===== src/pkg/gpo_map.vh =====
// Register offsets, field positions and reset values of the GPIO ports
`ifndef GPO_MAP_VH
`define GPO_MAP_VH

// ----------------------------------------------------------------------
// Register byte offsets
// ----------------------------------------------------------------------
`define GPO_OFS_PA_IN     8'h00
`define GPO_OFS_PA_DIR    8'h04
`define GPO_OFS_PA_LATCH  8'h08
`define GPO_OFS_PB_IN     8'h0C
`define GPO_OFS_PB_DIR    8'h10
`define GPO_OFS_PB_LATCH  8'h14
`define GPO_OFS_CTRL      8'h18

// ----------------------------------------------------------------------
// Fields and reset values
// ----------------------------------------------------------------------
`define GPO_CTRL_POS_BIT  0
`define GPO_RST_BYTE      8'h00
`define GPO_RST_OE_N      8'hFF
`define GPO_RST_CTRL      1'b0
`define GPO_RST_WORD      32'h00000000

`endif


===== src/verilog/gpo_pin_sync.v =====
// Two-flop synchroniser for a bus of asynchronous pin levels
`timescale 1ns/1ps
module gpo_pin_sync #(
  parameter WIDTH = 16
) (
  input  wire             clk_sys,
  input  wire             rst_sync_n,
  input  wire [WIDTH-1:0] async_in,
  output reg  [WIDTH-1:0] sync_out
);

  reg [WIDTH-1:0] stage1;

  // First stage feeds only the second; metastability settles there
  always @(posedge clk_sys or negedge rst_sync_n) begin
    if (!rst_sync_n) begin
      stage1   <= {WIDTH{1'b0}};
      sync_out <= {WIDTH{1'b0}};
    end else begin
      stage1   <= async_in;
      sync_out <= stage1;
    end
  end

endmodule


===== src/verilog/gpo_pb_override.v =====
// Alternate-function override logic for port B pins 0 to 3
`timescale 1ns/1ps
module gpo_pb_override (
  input  wire [3:0] latch,
  input  wire [3:0] dir,
  input  wire       pos_sel,
  input  wire       two_wire,
  input  wire       three_wire,
  input  wire       shift_out,
  input  wire       clk_hold,
  input  wire       oc_a,
  input  wire       oc_b,
  input  wire       route_a_u,
  input  wire       route_a_v,
  input  wire       route_b_u,
  input  wire       route_b_v,
  output reg  [3:0] out_val,
  output reg  [3:0] out_dir,
  output wire [3:0] pull_ovr_en,
  output wire [3:0] pull_ovr_val,
  output wire [3:0] analog_en
);

  wire tw_here;
  wire wire_here;
  wire pb0_low;
  wire pb2_low;

  // ----------------------------------------------------------------------
  // Serial interface conditions at this pin position
  // ----------------------------------------------------------------------
  assign tw_here   = two_wire & pos_sel;
  assign wire_here = (two_wire | three_wire) & pos_sel;
  assign pb0_low   = tw_here & dir[0];
  assign pb2_low   = tw_here & dir[2];

  // No pull-up override and no analog path on these pins
  assign pull_ovr_en  = 4'h0;
  assign pull_ovr_val = 4'h0;
  assign analog_en    = 4'h0;

  // Output value: open-drain low (PB1: shifter) first, timer next, latch otherwise
  always @* begin
    out_val = latch;
    if (pb0_low)
      out_val[0] = 1'b0;
    else if (route_a_u)
      out_val[0] = oc_a;
    if (wire_here)
      out_val[1] = shift_out;
    else if (route_b_u)
      out_val[1] = oc_b;
    if (pb2_low)
      out_val[2] = 1'b0;
    else if (route_a_v)
      out_val[2] = oc_a;
    if (route_b_v)
      out_val[3] = oc_b;
  end

  // Direction: two-wire mode lets the serial unit release the line
  always @* begin
    out_dir = dir;
    if (tw_here) begin
      out_dir[0] = (shift_out | latch[0]) & dir[0];
      out_dir[2] = (clk_hold | latch[2]) & dir[2];
    end
  end

endmodule


===== src/verilog/gpo_port_top.v =====
// GPIO ports A and B with APB registers and port B overrides
//
// Functional notes
// - PB2 drives low in two-wire mode with direction set, else timer A.
// - PB1 drives shifter output in wire mode, else timer compare B.
// - PB0 drives low in two-wire mode with direction set, else timer A.
// - Sampled PB2 feeds pin change, serial clock and two-wire clock.
// - Sampled PB0 feeds pin change, serial data and two-wire data.
// - Pins PB0..PB3 have no pull-up override and no analog path.
// - Port A output latch, 8 bits read/write, resets to zero.
// - Port B output latch, 8 bits read/write, resets to zero.
// - Port A direction, 8 bits read/write, resets to all inputs.
// - Port B direction, 8 bits read/write, resets to zero.
// - Input registers return pin levels; writes toggle latch bits.
//
// Chosen here: the register addresses and the APB interface to the registers.
`timescale 1ns/1ps
`include "gpo_map.vh"
module gpo_port_top (
  input  wire        clk_sys,
  input  wire        rst_n,
  input  wire        psel,
  input  wire        penable,
  input  wire        pwrite,
  input  wire [7:0]  paddr,
  input  wire [31:0] pwdata,
  output reg  [31:0] prdata,
  output wire        pready,
  output wire        pslverr,
  input  wire [7:0]  pa_in,
  output reg  [7:0]  pa_out,
  output reg  [7:0]  pa_oe_n,
  output reg  [7:0]  pa_pullup,
  input  wire [7:0]  pb_in,
  output reg  [7:0]  pb_out,
  output reg  [7:0]  pb_oe_n,
  output reg  [7:0]  pb_pullup,
  output reg  [3:0]  pb_analog_en,
  input  wire        serial_iface_two_wire_active,
  input  wire        serial_iface_three_wire_active,
  input  wire        serial_shifter_output,
  input  wire        serial_clock_hold,
  input  wire        timer_compare_out_a,
  input  wire        timer_compare_out_b,
  input  wire        timer_route_a_u,
  input  wire        timer_route_a_v,
  input  wire        timer_route_b_u,
  input  wire        timer_route_b_v,
  output wire        serial_iface_pin_position_select,
  output wire        pin_change_input_8,
  output wire        pin_change_input_10,
  output wire        serial_iface_clock_in,
  output wire        serial_iface_data_in,
  output wire        two_wire_clock_in,
  output wire        two_wire_data_in,
  output wire [7:0]  pin_change_a,
  output wire [7:0]  pin_change_b
);

  // ----------------------------------------------------------------------
  // Functions
  // ----------------------------------------------------------------------

  // True when the address selects a mapped register
  function mapped;
    input [7:0] addr;
    begin
      case (addr)
        `GPO_OFS_PA_IN, `GPO_OFS_PA_DIR, `GPO_OFS_PA_LATCH,
        `GPO_OFS_PB_IN, `GPO_OFS_PB_DIR, `GPO_OFS_PB_LATCH,
        `GPO_OFS_CTRL: mapped = 1'b1;
        default:       mapped = 1'b0;
      endcase
    end
  endfunction

  // Next latch value: direct write, toggle by input write, or hold
  function [7:0] latch_next;
    input [7:0] cur;
    input       wr_latch;
    input       wr_toggle;
    input [7:0] data;
    begin
      if (wr_latch)
        latch_next = data;
      else if (wr_toggle)
        latch_next = cur ^ data;
      else
        latch_next = cur;
    end
  endfunction

  // Pull-up enable: latch bit set while the pin is an input
  function [7:0] pull_on;
    input [7:0] lat;
    input [7:0] dir;
    begin
      pull_on = lat & ~dir;
    end
  endfunction

  // ----------------------------------------------------------------------
  // Reset release
  // ----------------------------------------------------------------------
  reg        rst_meta_n;
  reg        rst_sync_n;

  // Assert at once, release two edges later to stay clear of recovery
  always @(posedge clk_sys or negedge rst_n) begin
    if (!rst_n) begin
      rst_meta_n <= 1'b0;
      rst_sync_n <= 1'b0;
    end else begin
      rst_meta_n <= 1'b1;
      rst_sync_n <= rst_meta_n;
    end
  end

  // ----------------------------------------------------------------------
  // Storage
  // ----------------------------------------------------------------------
  reg  [7:0] port_a_output_latch;
  reg  [7:0] port_a_direction;
  reg  [7:0] port_b_output_latch;
  reg  [7:0] port_b_direction;
  reg        pos_sel;
  wire [7:0] port_a_input_sample;
  wire [7:0] port_b_input_sample;
  wire [15:0] pins_sync;

  // ----------------------------------------------------------------------
  // Pin input synchronisation
  // ----------------------------------------------------------------------
  gpo_pin_sync #(
    .WIDTH (16)
  ) u_sync (
    .clk_sys    (clk_sys),
    .rst_sync_n (rst_sync_n),
    .async_in   ({pb_in, pa_in}),
    .sync_out   (pins_sync)
  );

  // Reset value is zero from the sync flops, not the pin levels
  assign port_a_input_sample = pins_sync[7:0];
  assign port_b_input_sample = pins_sync[15:8];

  // ----------------------------------------------------------------------
  // APB slave
  // ----------------------------------------------------------------------
  wire       acc_wr;
  wire       acc_hit;
  wire       wr_pa_in;
  wire       wr_pa_dir;
  wire       wr_pa_latch;
  wire       wr_pb_in;
  wire       wr_pb_dir;
  wire       wr_pb_latch;
  wire       wr_ctrl;
  wire [7:0] wbyte;
  reg  [31:0] next_prdata;

  // Zero wait states: every access completes in its first access cycle
  assign pready  = 1'b1;
  assign pslverr = psel & penable & ~mapped(paddr);
  assign acc_wr  = psel & penable & pwrite;
  assign acc_hit = acc_wr & mapped(paddr);
  assign wbyte   = pwdata[7:0];

  // Write strobes, one per register
  assign wr_pa_in    = acc_hit & (paddr == `GPO_OFS_PA_IN);
  assign wr_pa_dir   = acc_hit & (paddr == `GPO_OFS_PA_DIR);
  assign wr_pa_latch = acc_hit & (paddr == `GPO_OFS_PA_LATCH);
  assign wr_pb_in    = acc_hit & (paddr == `GPO_OFS_PB_IN);
  assign wr_pb_dir   = acc_hit & (paddr == `GPO_OFS_PB_DIR);
  assign wr_pb_latch = acc_hit & (paddr == `GPO_OFS_PB_LATCH);
  assign wr_ctrl     = acc_hit & (paddr == `GPO_OFS_CTRL);

  // Register writes; an input-register write toggles the latch bits
  always @(posedge clk_sys or negedge rst_sync_n) begin
    if (!rst_sync_n) begin
      port_a_output_latch <= `GPO_RST_BYTE;
      port_a_direction    <= `GPO_RST_BYTE;
      port_b_output_latch <= `GPO_RST_BYTE;
      port_b_direction    <= `GPO_RST_BYTE;
      pos_sel             <= `GPO_RST_CTRL;
    end else begin
      port_a_output_latch <= latch_next(port_a_output_latch,
                                        wr_pa_latch, wr_pa_in,
                                        wbyte);
      port_b_output_latch <= latch_next(port_b_output_latch,
                                        wr_pb_latch, wr_pb_in,
                                        wbyte);
      if (wr_pa_dir)
        port_a_direction <= wbyte;
      if (wr_pb_dir)
        port_b_direction <= wbyte;
      if (wr_ctrl)
        pos_sel <= pwdata[`GPO_CTRL_POS_BIT];
    end
  end

  // Read mux; unmapped reads return zero alongside pslverr
  always @* begin
    next_prdata = `GPO_RST_WORD;
    case (paddr)
      `GPO_OFS_PA_IN:    next_prdata[7:0] = port_a_input_sample;
      `GPO_OFS_PA_DIR:   next_prdata[7:0] = port_a_direction;
      `GPO_OFS_PA_LATCH: next_prdata[7:0] = port_a_output_latch;
      `GPO_OFS_PB_IN:    next_prdata[7:0] = port_b_input_sample;
      `GPO_OFS_PB_DIR:   next_prdata[7:0] = port_b_direction;
      `GPO_OFS_PB_LATCH: next_prdata[7:0] = port_b_output_latch;
      `GPO_OFS_CTRL:     next_prdata[`GPO_CTRL_POS_BIT] = pos_sel;
      default:           next_prdata = `GPO_RST_WORD;
    endcase
  end

  // Read data caught in the setup cycle, so it is stable in access
  always @(posedge clk_sys or negedge rst_sync_n) begin
    if (!rst_sync_n)
      prdata <= `GPO_RST_WORD;
    else if (psel & ~penable & ~pwrite)
      prdata <= next_prdata;
  end

  // ----------------------------------------------------------------------
  // Port B alternate functions
  // ----------------------------------------------------------------------
  wire [3:0] ovr_val;
  wire [3:0] ovr_dir;
  wire [3:0] pull_en;
  wire [3:0] pull_val;
  wire [3:0] ana_en;

  gpo_pb_override u_ovr (
    .latch        (port_b_output_latch[3:0]),
    .dir          (port_b_direction[3:0]),
    .pos_sel      (pos_sel),
    .two_wire     (serial_iface_two_wire_active),
    .three_wire   (serial_iface_three_wire_active),
    .shift_out    (serial_shifter_output),
    .clk_hold     (serial_clock_hold),
    .oc_a         (timer_compare_out_a),
    .oc_b         (timer_compare_out_b),
    .route_a_u    (timer_route_a_u),
    .route_a_v    (timer_route_a_v),
    .route_b_u    (timer_route_b_u),
    .route_b_v    (timer_route_b_v),
    .out_val      (ovr_val),
    .out_dir      (ovr_dir),
    .pull_ovr_en  (pull_en),
    .pull_ovr_val (pull_val),
    .analog_en    (ana_en)
  );

  // ----------------------------------------------------------------------
  // Pad drivers
  // ----------------------------------------------------------------------
  wire [7:0] pb_dir_eff;
  wire [7:0] pb_pull_base;

  // Low port B pins use the overridden direction; a line that the
  // serial unit releases has its latch bit clear, so its pull-up stays off
  assign pb_dir_eff   = {port_b_direction[7:4], ovr_dir};
  assign pb_pull_base = pull_on(port_b_output_latch, pb_dir_eff);

  // Registered pads; one cycle late but glitch-free at the pin
  always @(posedge clk_sys or negedge rst_sync_n) begin
    if (!rst_sync_n) begin
      pa_out       <= `GPO_RST_BYTE;
      pa_oe_n      <= `GPO_RST_OE_N;
      pa_pullup    <= `GPO_RST_BYTE;
      pb_out       <= `GPO_RST_BYTE;
      pb_oe_n      <= `GPO_RST_OE_N;
      pb_pullup    <= `GPO_RST_BYTE;
      pb_analog_en <= 4'h0;
    end else begin
      pa_out       <= port_a_output_latch;
      pa_oe_n      <= ~port_a_direction;
      pa_pullup    <= pull_on(port_a_output_latch, port_a_direction);
      pb_out       <= {port_b_output_latch[7:4], ovr_val};
      pb_oe_n      <= ~pb_dir_eff;
      pb_pullup[7:4] <= pb_pull_base[7:4];
      // Override enable is zero, so pull-up follows latch and dir
      pb_pullup[3:0] <= (pull_en & pull_val) |
                        (~pull_en & pb_pull_base[3:0]);
      pb_analog_en <= ana_en;
    end
  end

  // ----------------------------------------------------------------------
  // Input routing
  // ----------------------------------------------------------------------
  // Synchronised levels go straight out; no extra flop of delay
  assign serial_iface_pin_position_select = pos_sel;
  assign pin_change_a          = port_a_input_sample;
  assign pin_change_b          = port_b_input_sample;

  // PB2 sample fans out to pin change, serial clock and two-wire clock
  assign pin_change_input_10   = port_b_input_sample[2];
  assign serial_iface_clock_in = port_b_input_sample[2];
  assign two_wire_clock_in     = port_b_input_sample[2];

  // PB0 sample fans out to pin change, serial data and two-wire data
  assign pin_change_input_8    = port_b_input_sample[0];
  assign serial_iface_data_in  = port_b_input_sample[0];
  assign two_wire_data_in      = port_b_input_sample[0];

endmodule


===== config.mk =====
export PLATFORM = sky130hd
export DESIGN_NAME = gpo_port_top
export DESIGN_NICKNAME = d
export VERILOG_FILES = /design/src/verilog/gpo_pin_sync.v /design/src/verilog/gpo_pb_override.v /design/src/verilog/gpo_port_top.v
export VERILOG_INCLUDE_DIRS = /design/src /design/src/pkg
export SDC_FILE = /design/constraint.sdc
export NUM_CORES = 1
export LEC_CHECK = 0
export BUFFER_PORTS_ARGS = -buffer_cell sky130_fd_sc_hd__clkbuf_2
export CAP_MARGIN = 15
export CORE_MARGIN = 3
export CORE_UTILIZATION = 45
export DETAILED_ROUTE_END_ITERATION = 12
export PLACE_DENSITY = 0.76
export REMOVE_ABC_BUFFERS = 1
export SLEW_MARGIN = 20
export SYNTH_ARGS = -nofsm -noshare
export SYNTH_HDL_FRONTEND = slang
export SYNTH_SLANG_ARGS = --single-unit

===== constraint.sdc =====
create_clock -name clk_sys -period 3.3 [get_ports clk_sys]
set_input_delay 0.165 -clock clk_sys [delete_from_list [all_inputs] [get_ports clk_sys]]
set_output_delay 0.165 -clock clk_sys [all_outputs]
set_load 0.05 [all_outputs]

==> summary.txt <==
Floorplanning
  • Starting density of the core: 46.5%
  • Die width: 112 um
  • Core area: 10900 um2
  • I/O pins: 180
  • Site Rows: 38
  • Die height: 112 um
  • Die area: 12600 um2

Routing
  • Routed vias: 3535
  • Total Wirelength: 11400 um
  • Routed wire per std cell: 16.5 um
  • First drt pass iteration count: 4
  • Antenna viol nets, final: 0
  • Via-per-instance ratio: 5.09
  • Initial DRC Count: 188
  • DR DRC count: 0

Power
  • Clock power frac: 44.6%
  • Switching Share: 26.0%
  • Sw Pwr: 0.000923 W
  • Power density over cell area: 552 nW/um2
  • Internal power: 0.00263 W
  • Comb pwr share: 10.7%
  • Seq pwr share: 44.8%
  • VDD IR-drop max: 0.292 mV
  • Leakage: 3.28 nW

GRT
  • Total GRT Usage: 19.4%
  • Grt ovf: 0
  • Largest net degree at the start of global routing: 76
  • Antenna violations before repair: 0
  • First-pass GRT wire length: 19000 um
  • Vias in the first global route: 3668

Clock tree
  • Clock Sinks: 123
  • # H-tree levels: 4
  • Resized cells post-CTS: 0
  • CTS max path bufs: 2
  • CTS Buf Count: 17
  • Post-CTS Setup Inserts: 0
  • Root Buffer: clkbuf_16
  • Clk slew on worst S/H paths: 0.05 ns
  • Worst-skew pair later-pin latency: 0.41 ns
  • TritonCTS clock tree: done

Worst hold path
  • Hold Path Class: in -> async

Final layout
  • Area Overhead vs Synth: 26.7%
  • Commonest non-fill, non-tap cell in the layout: clkbuf_2
  • Most frequent cells in the layout: 126 x clkbuf_2, 106 x dfrtp_1, 34 x a21oi_1, 30 x conb_1, 24 x mux2_2
  • Nets: 614
  • Layout cells sized above 1: 38.3%
  • Fill cells: 916
  • Ant diodes: 0
  • Design area: 6440 um2

Worst setup path
  • Nature of the critical path startpoint: input port
  • Crit end category: primary output
  • Worst Path Required: 3.13 ns
  • CP Max Fanout: 20
  • Kind of critical path: in -> out
  • Data arrival, critical path: 1.85 ns

STA
  • Fmax achieved: 0.495 GHz
  • Final setup viols: 0
  • Slew Viols, Final: 0
  • Worst Tran Pin Value: 0.945 ns
  • Rel. slew slack: 37.0%
  • Period utilization: 61.2%
  • Unrepaired setup endpoints after global routing: false
  • PnR worst setup slack: 1.28 ns
  • Final Critical Period: 2.02 ns
  • Final Hold Viols: 0
  • Layout Skew: 0.00776 ns

Place
  • Final HPWL DP: 7640 um
  • Port bufs: 126
  • Routability cong.: 0.769
  • Dpl cell area: 5710 um2
  • Pre-CTS WS: 0.891 ns

Synthesis
  • Top_reg_cell synth: dfrtp_1
  • Post-synth top area share: 52.6%
  • Post-synth EDFFs: 0
  • Yosys warning total: 0
  • Syn avg cell area: 12.8 um2
  • Ys async rst share: 100%
  • Post-synthesis sequential area ratio: 60.9%
  • Synth Instances: 396
  • Synth Register Bits: 123
  • Mapped Area: 5090 um2
  • Synth area leaders: dfrtp_1 53%, dfstp_2 8.3%, buf_4 5.5%
  • Netlist cell types: 43
  • Synth area leader: dfrtp_1

Outcome
  • Status: finished, final reports clean

Run
  • Maximum capacitance violations: 0
-- registers in the layout (all words and copies together) (netlist names) --
name,cells
pa_out,8
port_a_output_latch,8
pa_pullup,8
port_b_output_latch,8
prdata,8
u_sync.stage1,16
pb_out,8
u_sync.sync_out,16
rst_meta_n,1
port_b_direction,8
pa_oe_n,8
pb_oe_n,8
pb_pullup,8
port_a_direction,8
serial_iface_pin_position_select,1
rst_sync_n,1
-- area by class of cell --
cell class,instances,area [um2],area share (%)
Sequential cell,123,3100,48.1
Multi-Input combinational cell,228,1670,26.0
Timing Repair Buffer,155,916,14.2
Clock buffer,21,460,7.14
Tap cell,140,175,2.72
Inverter,18,67.6,1.05
Clock inverter,9,50.0,0.777
-- power by group through the flow --
| stage | registers (W) | logic (W) | clock network, W |
|---|---|---|---|
| after floorplan | 0.00171 | 0.000137 | 0 |
| after global placement | 0.00161 | 0.000351 | 0 |
| after detailed placement | 0.00162 | 0.000358 | 0 |
| after CTS | 0.00159 | 0.000379 | 0.00162 |
| after global routing | 0.00160 | 0.000404 | 0.00170 |
| final | 0.00159 | 0.000379 | 0.00158 |
-- metal layers --
metal  vias to the layer above  share of wire, %  GRT usage [%]
met4                         0              0.86           5.69
met2                       132                50           30.5
met1                      1757                42           26.0
met5                         -                 0              0
met3                         9               7.1           6.20
li1                       1637                 -              -
-- cell families (layout without fill, tap and decap cells) --
| kind of cell | count (synthesis) | count (layout) | synth area share [%] |
|---|---|---|---|
| flops | 123 | 123 | 60.9 |
| simple gates | 76 | 76 | 10.2 |
| mux | 48 | 48 | 10.8 |
| other cells | 2 | 30 | 0.148 |
| buf+inv | 73 | 203 | 8.24 |
| compound gates | 74 | 74 | 9.72 |
-- worst paths after layout --
check                                                    from                            end  slack [ns]  cells after the start
setup / recovery                                     paddr[3]                        pslverr        1.28                      6
hold / removal                                          rst_n           rst_meta_n$_DFF_PN0_        0.08                      2
setup reg to reg           port_b_output_latch[3]$_DFFE_PN0P_            pb_out[3]$_DFF_PN0_        1.92                      2
hold reg to reg                   u_sync.stage1[14]$_DFF_PN0_  u_sync.sync_out[14]$_DFF_PN0_        0.34                      0
max in group asynchronous                rst_sync_n$_DFF_PN0_           pa_oe_n[0]$_DFF_PN1_        2.00                      1
min in group clk_sys                      timer_compare_out_a            pb_out[0]$_DFF_PN0_        0.08                      3
-- synth_stat cells, drive strengths merged (6+ instances only) --
cell,n
nor2,6
mux2i,21
o211a,6
mux2,24
a21oi,34
dfstp,16
nor2b,17
and4b,8
nand2,15
a41oi,7
o21ai,6
buf,45
nand4b,8
dfrtp,107
inv,18
a22o,7
clkbuf,10
nor3b,8
-- worst max-delay path: stages --
cell and delay (ns):
clkbuf_2 0.39, buf_4 0.32, and2_1 0.37, nand2_1 0.10, a21oi_1 0.20, clkbuf_2 0.30
-- stage by stage --
step / cells / hold slack (ns) / power [W] / utilization, % / setup TNS, ns
final: 694 / 0.0759 / 0.00356 / 58.9 / 0
after global routing: 694 / 0.0727 / 0.00371 / 58.9 / 0
after CTS: 694 / 0.0612 / 0.00359 / 58.9 / 0
after detailed placement: 642 / -0.0444 / 0.00198 / 52.3 / 0
after global placement: 642 / -0.0497 / 0.00197 / 52.3 / 0
after floorplan: 369 / -0.131 / 0.00185 / - / -37.01
-- repair_timing --
action / 4_1_cts / 5_1_grt
hold buffers: 22 / 0
endpoints found under the setup margin: 0 / 0
hold endpoints to repair: 23 / 0
No activity file was read; power rests on OpenSTA's default activity.
